**src/hw/sdcf_params.svh**
```systemverilog
`ifndef SDCF_PARAMS_SVH
`define SDCF_PARAMS_SVH

// Clock and timing
`define SDCF_CLK_HZ 125000000
`define SDCF_IDLE_TIME_MS 1000
`define SDCF_IDLE_CYCLES ((`SDCF_CLK_HZ / 1000) * `SDCF_IDLE_TIME_MS)
`define SDCF_FRAME_TIME_MS 3000
`define SDCF_FRAME_CYCLES ((`SDCF_CLK_HZ / 1000) * `SDCF_FRAME_TIME_MS)
`define SDCF_FLASH_TIME_MS 250
`define SDCF_FLASH_CYCLES ((`SDCF_CLK_HZ / 1000) * `SDCF_FLASH_TIME_MS)

// Flash counts per fault
`define SDCF_FLASH_OC 3'd1
`define SDCF_FLASH_OV 3'd2
`define SDCF_FLASH_PH 3'd4

// Reduction factors in percent
`define SDCF_IDLE_PCT 8'd60
`define SDCF_HALF_PCT 8'd50
`define SDCF_FULL_PCT 8'd100

// Current codes in units of 0.1 A
`define SDCF_CUR_MIN 8'd5
`define SDCF_CUR_MAX 8'd56

// Resolution limits in microsteps per full step
`define SDCF_RES_MIN 10'd1
`define SDCF_RES_MAX 10'd512

`endif

```
**src/hw/sdcf_pkg.sv**
```systemverilog
package sdcf_pkg;

    typedef enum logic [1:0] {
        SDCF_FLT_NONE = 2'b00,
        SDCF_FLT_OC = 2'b01,
        SDCF_FLT_OV = 2'b10,
        SDCF_FLT_PH = 2'b11
    } sdcf_fault_t;

    typedef enum logic [1:0] {
        SDCF_LED_GAP = 2'b00,
        SDCF_LED_ON = 2'b01,
        SDCF_LED_OFF = 2'b10,
        SDCF_LED_REST = 2'b11
    } sdcf_led_t;

endpackage

```
**src/hw/sdcf_drive.sv**
```systemverilog
`timescale 1ns/10ps
`include "sdcf_params.svh"

module sdcf_drive #(
    parameter int unsigned POS_W = 32,
    parameter int unsigned IDLE_CYCLES = `SDCF_IDLE_CYCLES,
    parameter int unsigned FRAME_CYCLES = `SDCF_FRAME_CYCLES,
    parameter int unsigned FLASH_CYCLES = `SDCF_FLASH_CYCLES
) (
    input wire logic REF_CLK_I,
    input wire logic RST_I,
    input wire logic STEP_PULSE_INPUT_I,
    input wire logic ROTATION_SENSE_I,
    input wire logic DRIVE_PERMIT_INPUT_I,
    input wire logic [2:0] CURRENT_SELECT_I,
    input wire logic STANDSTILL_LEVEL_SELECT_I,
    input wire logic [3:0] RESOLUTION_SELECT_I,
    input wire logic SOFTWARE_MODE_I,
    input wire logic DUAL_PULSE_MODE_I,
    input wire logic FALLING_EDGE_I,
    input wire logic [9:0] PROG_RESOLUTION_I,
    input wire logic [7:0] PROG_CURRENT_I,
    input wire logic OVER_CURRENT_I,
    input wire logic OVER_VOLTAGE_I,
    input wire logic PHASE_ERROR_I,
    output logic [9:0] RESOLUTION_O,
    output logic [7:0] DYNAMIC_CURRENT_O,
    output logic [7:0] CURRENT_COMMAND_O,
    output logic IDLE_REDUCED_O,
    output logic MOTOR_ENABLE_O,
    output logic [POS_W-1:0] POSITION_O,
    output logic [1:0] FAULT_CODE_O,
    output logic FAULT_LED_O
);

    // ----------------------------------------------------------------
    // Decode helpers
    // ----------------------------------------------------------------
    // Switch code is OFF-as-one; code 0 means programmed value
    function automatic logic [9:0] res_decode(input logic [3:0] code, input logic [9:0] prog);
        logic [9:0] r;
        r = prog;
        unique case (code)
            4'h0: r = prog;
            4'h1: r = 10'd2;
            4'h2: r = 10'd4;
            4'h3: r = 10'd8;
            4'h4: r = 10'd16;
            4'h5: r = 10'd32;
            4'h6: r = 10'd64;
            4'h7: r = 10'd128;
            4'h8: r = 10'd5;
            4'h9: r = 10'd10;
            4'hA: r = 10'd20;
            4'hB: r = 10'd25;
            4'hC: r = 10'd40;
            4'hD: r = 10'd50;
            4'hE: r = 10'd100;
            4'hF: r = 10'd125;
        endcase
        return r;
    endfunction

    // Current in tenths of an ampere; code 0 means programmed value
    function automatic logic [7:0] cur_decode(input logic [2:0] code, input logic [7:0] prog);
        logic [7:0] c;
        c = prog;
        unique case (code)
            3'd0: c = prog;
            3'd1: c = 8'd21;
            3'd2: c = 8'd27;
            3'd3: c = 8'd32;
            3'd4: c = 8'd38;
            3'd5: c = 8'd43;
            3'd6: c = 8'd49;
            3'd7: c = 8'd56;
        endcase
        return c;
    endfunction

    function automatic logic [7:0] pct_of(input logic [7:0] val, input logic [7:0] pct);
        logic [15:0] p;
        p = val * pct;
        return 8'((p / 16'd100));
    endfunction

    // ----------------------------------------------------------------
    // State
    // ----------------------------------------------------------------
    typedef struct packed {
        logic [2:0] step_sync;
        logic [2:0] dir_sync;
        logic [2:0] permit_sync;
        logic [2:0] oc_sync;
        logic [2:0] ov_sync;
        logic [2:0] ph_sync;
        logic step_lvl;
        logic dir_lvl;
        logic permit_lvl;
        logic [9:0] prog_res;
        logic [7:0] prog_cur;
        logic [9:0] resolution;
        logic [7:0] dyn_cur;
        logic [7:0] cur_cmd;
        logic [31:0] idle_cnt;
        logic idle;
        logic enable;
        logic [POS_W-1:0] pos;
        sdcf_pkg::sdcf_fault_t fault;
        sdcf_pkg::sdcf_led_t led_st;
        logic [31:0] frame_cnt;
        logic [31:0] flash_cnt;
        logic [2:0] flashes_left;
        logic led;
    } sdcf_state_t;

    sdcf_state_t cur, next_st;

    // Only the second and third stages are compared; the first never is
    function automatic logic filt(input logic [2:0] s, input logic held);
        return (s[1] == s[2]) ? s[2] : held;
    endfunction

    always_comb
    begin
        logic step_now;
        logic dir_now;
        logic step_edge;
        logic ccw_edge;
        logic accept;
        logic [9:0] res_req;
        logic [7:0] cur_req;
        logic [7:0] hold_pct;
        step_now = 1'b0;
        dir_now = 1'b0;
        step_edge = 1'b0;
        ccw_edge = 1'b0;
        accept = 1'b0;
        res_req = 10'd0;
        cur_req = 8'd0;
        hold_pct = 8'd0;
        next_st = cur;

        next_st.step_sync = {cur.step_sync[1:0], STEP_PULSE_INPUT_I};
        next_st.dir_sync = {cur.dir_sync[1:0], ROTATION_SENSE_I};
        next_st.permit_sync = {cur.permit_sync[1:0], DRIVE_PERMIT_INPUT_I};
        next_st.oc_sync = {cur.oc_sync[1:0], OVER_CURRENT_I};
        next_st.ov_sync = {cur.ov_sync[1:0], OVER_VOLTAGE_I};
        next_st.ph_sync = {cur.ph_sync[1:0], PHASE_ERROR_I};

        step_now = filt(cur.step_sync, cur.step_lvl);
        dir_now = filt(cur.dir_sync, cur.dir_lvl);
        next_st.step_lvl = step_now;
        next_st.dir_lvl = dir_now;
        // Pull-up on the pin makes an open input read as enabled
        next_st.permit_lvl = filt(cur.permit_sync, cur.permit_lvl);

        // ------------------------------------------------------------
        // Configuration
        // ------------------------------------------------------------
        if (PROG_RESOLUTION_I >= `SDCF_RES_MIN && PROG_RESOLUTION_I <= `SDCF_RES_MAX)
            next_st.prog_res = PROG_RESOLUTION_I;
        if (PROG_CURRENT_I >= `SDCF_CUR_MIN && PROG_CURRENT_I <= `SDCF_CUR_MAX)
            next_st.prog_cur = PROG_CURRENT_I;
        res_req = SOFTWARE_MODE_I ? cur.prog_res : res_decode(RESOLUTION_SELECT_I, cur.prog_res);
        cur_req = SOFTWARE_MODE_I ? cur.prog_cur : cur_decode(CURRENT_SELECT_I, cur.prog_cur);
        next_st.resolution = res_req;
        next_st.dyn_cur = cur_req;

        // ------------------------------------------------------------
        // Step acceptance
        // ------------------------------------------------------------
        // Outside dual-pulse mode, direction is taken from the filtered level, which the controller
        // keeps settled ahead of the edge
        step_edge = (cur.step_lvl ^ step_now) & (step_now ^ FALLING_EDGE_I);
        ccw_edge = (cur.dir_lvl ^ dir_now) & (dir_now ^ FALLING_EDGE_I);
        next_st.enable = cur.permit_lvl && (cur.fault == sdcf_pkg::SDCF_FLT_NONE);
        accept = cur.enable && (step_edge || (DUAL_PULSE_MODE_I && ccw_edge));
        if (accept && DUAL_PULSE_MODE_I)
            next_st.pos = step_edge ? cur.pos + 1'b1 : cur.pos - 1'b1;
        else if (accept)
            next_st.pos = cur.dir_lvl ? cur.pos + 1'b1 : cur.pos - 1'b1;

        // ------------------------------------------------------------
        // Idle reduction
        // ------------------------------------------------------------
        if (accept)
        begin
            next_st.idle_cnt = 32'd0;
            next_st.idle = 1'b0;
        end
        else if (cur.idle_cnt >= 32'(IDLE_CYCLES - 1))
        begin
            next_st.idle = 1'b1;
        end
        else
        begin
            next_st.idle_cnt = cur.idle_cnt + 32'd1;
        end
        // Idle target is the lower of sixty percent and the standstill level
        hold_pct = STANDSTILL_LEVEL_SELECT_I ? `SDCF_FULL_PCT : `SDCF_HALF_PCT;
        if (hold_pct > `SDCF_IDLE_PCT)
        begin
            hold_pct = `SDCF_IDLE_PCT;
        end
        if (!next_st.enable)
            next_st.cur_cmd = 8'd0;
        else if (next_st.idle)
            next_st.cur_cmd = pct_of(cur_req, hold_pct);
        else
            next_st.cur_cmd = cur_req;

        // ------------------------------------------------------------
        // Fault latch, never cleared except by reset
        // ------------------------------------------------------------
        if (cur.fault == sdcf_pkg::SDCF_FLT_NONE)
        begin
            if (cur.oc_sync[2] && cur.oc_sync[1])
                next_st.fault = sdcf_pkg::SDCF_FLT_OC;
            else if (cur.ov_sync[2] && cur.ov_sync[1])
                next_st.fault = sdcf_pkg::SDCF_FLT_OV;
            else if (cur.ph_sync[2] && cur.ph_sync[1])
                next_st.fault = sdcf_pkg::SDCF_FLT_PH;
        end
        else if (cur.oc_sync[2] && cur.oc_sync[1])
            next_st.fault = sdcf_pkg::SDCF_FLT_OC;
        else if (cur.ov_sync[2] && cur.ov_sync[1] && cur.fault == sdcf_pkg::SDCF_FLT_PH)
            next_st.fault = sdcf_pkg::SDCF_FLT_OV;

        // ------------------------------------------------------------
        // Indicator: flashes at frame start, then dark for the rest
        // ------------------------------------------------------------
        next_st.frame_cnt = (cur.frame_cnt >= 32'(FRAME_CYCLES - 1)) ? 32'd0
                                                                      : cur.frame_cnt + 32'd1;
        next_st.flash_cnt = (cur.flash_cnt >= 32'(FLASH_CYCLES - 1)) ? 32'd0
                                                                      : cur.flash_cnt + 32'd1;
        unique case (cur.led_st)
            sdcf_pkg::SDCF_LED_GAP:
            begin
                next_st.led = 1'b0;
                if (cur.frame_cnt == 32'd0 && cur.fault != sdcf_pkg::SDCF_FLT_NONE)
                begin
                    unique case (cur.fault)
                        sdcf_pkg::SDCF_FLT_OC: next_st.flashes_left = `SDCF_FLASH_OC;
                        sdcf_pkg::SDCF_FLT_OV: next_st.flashes_left = `SDCF_FLASH_OV;
                        default: next_st.flashes_left = `SDCF_FLASH_PH;
                    endcase
                    next_st.flash_cnt = 32'd0;
                    next_st.led = 1'b1;
                    next_st.led_st = sdcf_pkg::SDCF_LED_ON;
                end
            end
            sdcf_pkg::SDCF_LED_ON:
            begin
                if (cur.flash_cnt >= 32'(FLASH_CYCLES - 1))
                begin
                    next_st.led = 1'b0;
                    next_st.flashes_left = cur.flashes_left - 3'd1;
                    next_st.led_st = sdcf_pkg::SDCF_LED_OFF;
                end
            end
            sdcf_pkg::SDCF_LED_OFF:
            begin
                if (cur.flash_cnt >= 32'(FLASH_CYCLES - 1))
                begin
                    if (cur.flashes_left == 3'd0)
                    begin
                        next_st.led_st = sdcf_pkg::SDCF_LED_REST;
                    end
                    else
                    begin
                        next_st.led = 1'b1;
                        next_st.led_st = sdcf_pkg::SDCF_LED_ON;
                    end
                end
            end
            sdcf_pkg::SDCF_LED_REST:
            begin
                next_st.led_st = sdcf_pkg::SDCF_LED_GAP;
            end
        endcase
    end

    always_ff @(posedge REF_CLK_I)
    begin
        if (RST_I)
        begin
            cur <= '0;
            // Permit defaults to enabled, matching an open input
            cur.permit_sync <= 3'b111;
            cur.permit_lvl <= 1'b1;
            cur.prog_res <= `SDCF_RES_MAX;
            cur.prog_cur <= `SDCF_CUR_MAX;
        end
        else
        begin
            cur <= next_st;
        end
    end

    assign RESOLUTION_O = cur.resolution;
    assign DYNAMIC_CURRENT_O = cur.dyn_cur;
    assign CURRENT_COMMAND_O = cur.cur_cmd;
    assign IDLE_REDUCED_O = cur.idle;
    assign MOTOR_ENABLE_O = cur.enable;
    assign POSITION_O = cur.pos;
    assign FAULT_CODE_O = cur.fault;
    assign FAULT_LED_O = cur.led;

endmodule

```
**config.mk**
```make
export PLATFORM = sky130hd
export DESIGN_NAME = sdcf_drive
export DESIGN_NICKNAME = d
export VERILOG_FILES = /design/src/hw/sdcf_pkg.sv /design/src/hw/sdcf_drive.sv
export VERILOG_INCLUDE_DIRS = /design/src /design/src/hw
export SDC_FILE = /design/constraint.sdc
export NUM_CORES = 1
export LEC_CHECK = 0
export BUFFER_PORTS_ARGS = -buffer_cell sky130_fd_sc_hd__buf_4
export CAP_MARGIN = 10
export CORE_AREA = 2 2 139 141
export DETAILED_ROUTE_END_ITERATION = 16
export DIE_AREA = 0 0 141 143
export PLACE_DENSITY = 0.86
export RECOVER_POWER = 50
export SYNTH_ARGS = -nofsm -noshare
export SYNTH_HDL_FRONTEND = slang
export SYNTH_SLANG_ARGS = --single-unit
```
**constraint.sdc**
```tcl
create_clock -name REF_CLK_I -period 25.2 [get_ports REF_CLK_I]
set_input_delay 0 -clock REF_CLK_I [delete_from_list [all_inputs] [get_ports REF_CLK_I]]
set_output_delay 0 -clock REF_CLK_I [all_outputs]
set_load 0.1 [all_outputs]
```
==> summary.txt <==
GRT
  – First-pass GRT wire length: 49000 µm
  – Vias in the first global route: ~10000
  – Initial antenna violation count: 0
  – Grt ovf: 0
  – Largest net degree at the start of global routing: 67
  – GRT Overall Usage: ~29%

Power
  – NetSw: approximately 0.00077 W
  – Clock share of power: 20.0%
  – Internal power: roughly 0.00096 W
  – Worst vdd ir: ~0.37 mV
  – Sequential share of power: around 19%
  – Comb pwr share: 60.8%
  – Switch share: 44.6%
  – Pwr/cell area: between 100 and 150 nW/µm²
  – LEAKAGE: about 5.3 nW

Floorplan
  – Die Wd: between 100 and 150 µm
  – Die Ht: ~140 µm
  – Core Rows: 50
  – Core area: 18600 µm²
  – Initial Util: 65.6%
  – DIE AREA: a little over 20000 µm²
  – I/O pin cnt: 100

STA
  – WHS: 0.0449 ns
  – Fmax: 88.8 MHz
  – Endpoints failing setup: 0
  – Worst clock skew: roughly 0.023 ns
  – Slew @ Worst Pin: between 2 and 3 ns
  – Final Cycle Share: approximately 45%
  – Slew margin rel.: -87.4%
  – Fin worst setup slack: roughly 14 ns
  – Setup TNS: 0 ns
  – RSZ-0062 raised after global routing: false
  – Final hold vios: 0
  – Min Clock Period, post-route: approximately 11 ns
  – Slew Viols, Final: 105

Routing
  – DRT Pass-1 Iters: 6
  – DRC violations left: 0
  – Routed wire length: about 30000 µm
  – Iter 0 DRT Violations: between 1000 and 1500
  – Post-route ant nets: 0
  – Total number of vias: between 10000 and 15000
  – Post-DR vias/cell: 6.10
  – Routed len/inst: about 16 µm

Yosys
  – Cells after Synth: 1492
  – Avg Cell Area, Syn: 8.17 µm²
  – Synth Register Bits: approximately 200
  – Synth async-reset ratio: 0%
  – Synth unique cells: 90
  – Mapped Area: between 10000 and 15000 µm²
  – Synth warn: 0
  – Synth Flop Type: dfxtp_1
  – Number of synthesized flops with an enable pin: 0
  – Seq/Total Area, Yosys: 33.3%

Setup path
  – Setup CP Type: primary input to flip-flop
  – Crit path DAT: 11.61 ns
  – Worst R2R Start: cur[169]
  – Slowest stage delay, CP: between 0.7 and 0.8 ns
  – CP most frequent cell: fa_1
  – Crit path launch: SOFTWARE_MODE_I
  – Worst Setup End Kind: flip-flop
  – Critical Path RT: roughly 26 ns
  – R2r worst-path depth: 34
  – CP startpoint kind: primary input
  – CP max stage cell: clkbuf_1
  – Crit path max fanout: 22

Final layout
  – Nets@finish: around 1700
  – Antenna diodes: 0
  – Finished Core Util: about three quarters
  – Share of cells above drive strength 1: 6.64%
  – P&R area growth vs syn: 12.1%
  – Finished Cell Area: ~14000 µm²

Flow run
  – # Max-Cap Violations: 2

CTS
  – Post-CTS setup buffer count: 0
  – Inserted Clock Buffers: 22
  – Clock sink count: just over 200
  – Gates resized, CTS repair: 0
  – Number of H-tree levels: 1
  – CTS tree: done
  – Clock latency at the later pin of the worst-skew pair: between 0.5 and 0.6 ns
  – Max Root-Sink Buffers: 3
  – Clk pin slew, worst setup/hold paths: about 0.05 ns
  – Root buffer cell: clkbuf_16

Run status
  – Status: finished, violations left
  – Violated checks: capacitance limit, slew limit

Placed design
  – Gpl congestion: 0.900
  – Pre-CTS WS: ~15 ns
  – PortBufs: between 90 and 100
  – Placed Area: roughly 13000 µm²
  – HPWL after detailed placement: 19600 µm

Worst hold path
  – Hold WC Path Type: primary input to flip-flop
  – Hold depth: 3
  – Hold_sp: PROG_CURRENT_I[6]
## registers in the layout, summed over array words and instances, names as in the netlist
register	count
FAULT_LED_O	1
CURRENT_COMMAND_O	8
IDLE_REDUCED_O	1
cur	140
MOTOR_ENABLE_O	1
FAULT_CODE_O	2
DYNAMIC_CURRENT_O	8
POSITION_O	32
RESOLUTION_O	10
## stage by stage
step	power (W)	instances
global route	0.00185	1815
floorplan	0.00125	1502
finish	0.00173	1815
detailed placement	0.00136	1726
global placement	0.00133	1726
CTS	0.00171	1814
## synthesized netlist by cell type, types with 7 or more instances
| library cell | number | share of area (%) |
|---|---|---|
| or2_2 | 13 | 0.67 |
| nand4_1 | 24 | 1.2 |
| nor3_1 | 39 | 1.6 |
| a21o_1 | 7 | 0.43 |
| fa_1 | 18 | 3.0 |
| nand2_1 | 83 | 2.6 |
| a31oi_1 | 18 | 0.92 |
| xnor2_1 | 55 | 4.0 |
| clkbuf_1 | 43 | 1.3 |
| a211oi_1 | 12 | 0.74 |
| nand3_1 | 50 | 2.1 |
| o211ai_1 | 11 | 0.68 |
| or3_1 | 24 | 1.2 |
| inv_1 | 66 | 2.0 |
| or4_1 | 18 | 1.1 |
| o21a_1 | 7 | 0.43 |
| xor2_1 | 54 | 3.9 |
| nor2b_1 | 23 | 1.2 |
| o22ai_1 | 8 | 0.41 |
| ha_1 | 50 | 5.1 |
| and3_1 | 24 | 1.2 |
| nor2_1 | 237 | 7.3 |
| dfxtp_1 | 203 | 33 |
| mux2i_1 | 24 | 2.0 |
| a21oi_1 | 81 | 3.3 |
| nand3b_1 | 8 | 0.49 |
| buf_4 | 60 | 3.7 |
| mux2_2 | 9 | 0.83 |
| o21ai_0 | 66 | 2.7 |
| nand2b_1 | 8 | 0.41 |
| and2_1 | 19 | 0.97 |
| nor4_1 | 10 | 0.51 |
## routing by layer
metal / vias to the layer above / GRT usage [%] / wire [µm] / part of all wire [%]
li1: 5303 / - / - / -
met1: 5185 / 35.4 / 12400 / 42
met2: 462 / 50.4 / 14100 / 47
met3: 120 / 5.13 / 2090 / 7.0
met4: 0 / 12.4 / 1240 / 4.2
met5: - / 0 / 0 / 0
## timing repair
item / 4_1_cts / 5_1_grt
endpoints found under the hold margin: 35 / 0
hold buffers: 52 / 0
endpoints found under the setup margin: 0 / 0
## layout by cell type, fill, tap and decap left out, types with 23 or more instances in the layout
cell type / n
nor2_1: 237
dfxtp_1: 203
ha_1: 50
nand4_1: 24
and3_1: 24
dlygate4sd3_1: 52
inv_1: 66
xor2_1: 54
nand2_1: 83
clkbuf_1: 74
buf_4: 34
nor2b_1: 23
or3_1: 24
nor3_1: 39
o21ai_0: 67
a21oi_1: 81
xnor2_1: 55
nand3_1: 50
mux2i_1: 24
## cells by family after synthesis
group / share of synthesized area [%]
buf+inv: 7.64
flops: 33.3
xor+xnor: 7.83
compound gates: 15.2
mux: 3.11
other cells: 0.0308
simple gates: 24.3
fa+ha+maj: 8.52
## cell type report
type | count | area (µm²)
clock buffers | 29 | 627
clock inverters | 7 | 153
fillers | 1413 | 4920
inverters | 66 | 248
multi-input cells | 1118 | 7230
flip-flops and latches | 203 | 4060
well taps | 234 | 293
repair buffers | 158 | 1050
## path summary, 6_finish.rpt
| kind | endpoint | slack, ns |
|---|---|---|
| min | cur[168] | 0.04 |
| max reg2reg | CURRENT_COMMAND_O[0] | 14.58 |
| max | CURRENT_COMMAND_O[0] | 13.94 |
| min reg2reg | cur[195] | 0.41 |
## worst max-delay path, delay by kind of cell
kind	cells	cell delay, ns
AO/OA/AOI/OAI	15	5.19
XOR/XNOR	1	0.20
adder cells (fa/ha/maj)	7	2.93
buffers and inverters	4	1.36
multiplexers	2	0.42
AND/OR/NAND/NOR	6	1.52
## power groups by stage
stage	Combinational, W	Sequential [W]	Clock (W)
floorplan	0.000911	0.000340	0
global placement	0.000988	0.000340	0
detailed placement	0.00102	0.000340	0
CTS	0.00103	0.000333	0.000349
global route	0.00115	0.000334	0.000363
finish	0.00105	0.000333	0.000345
(Power assumes the default switching activity.)
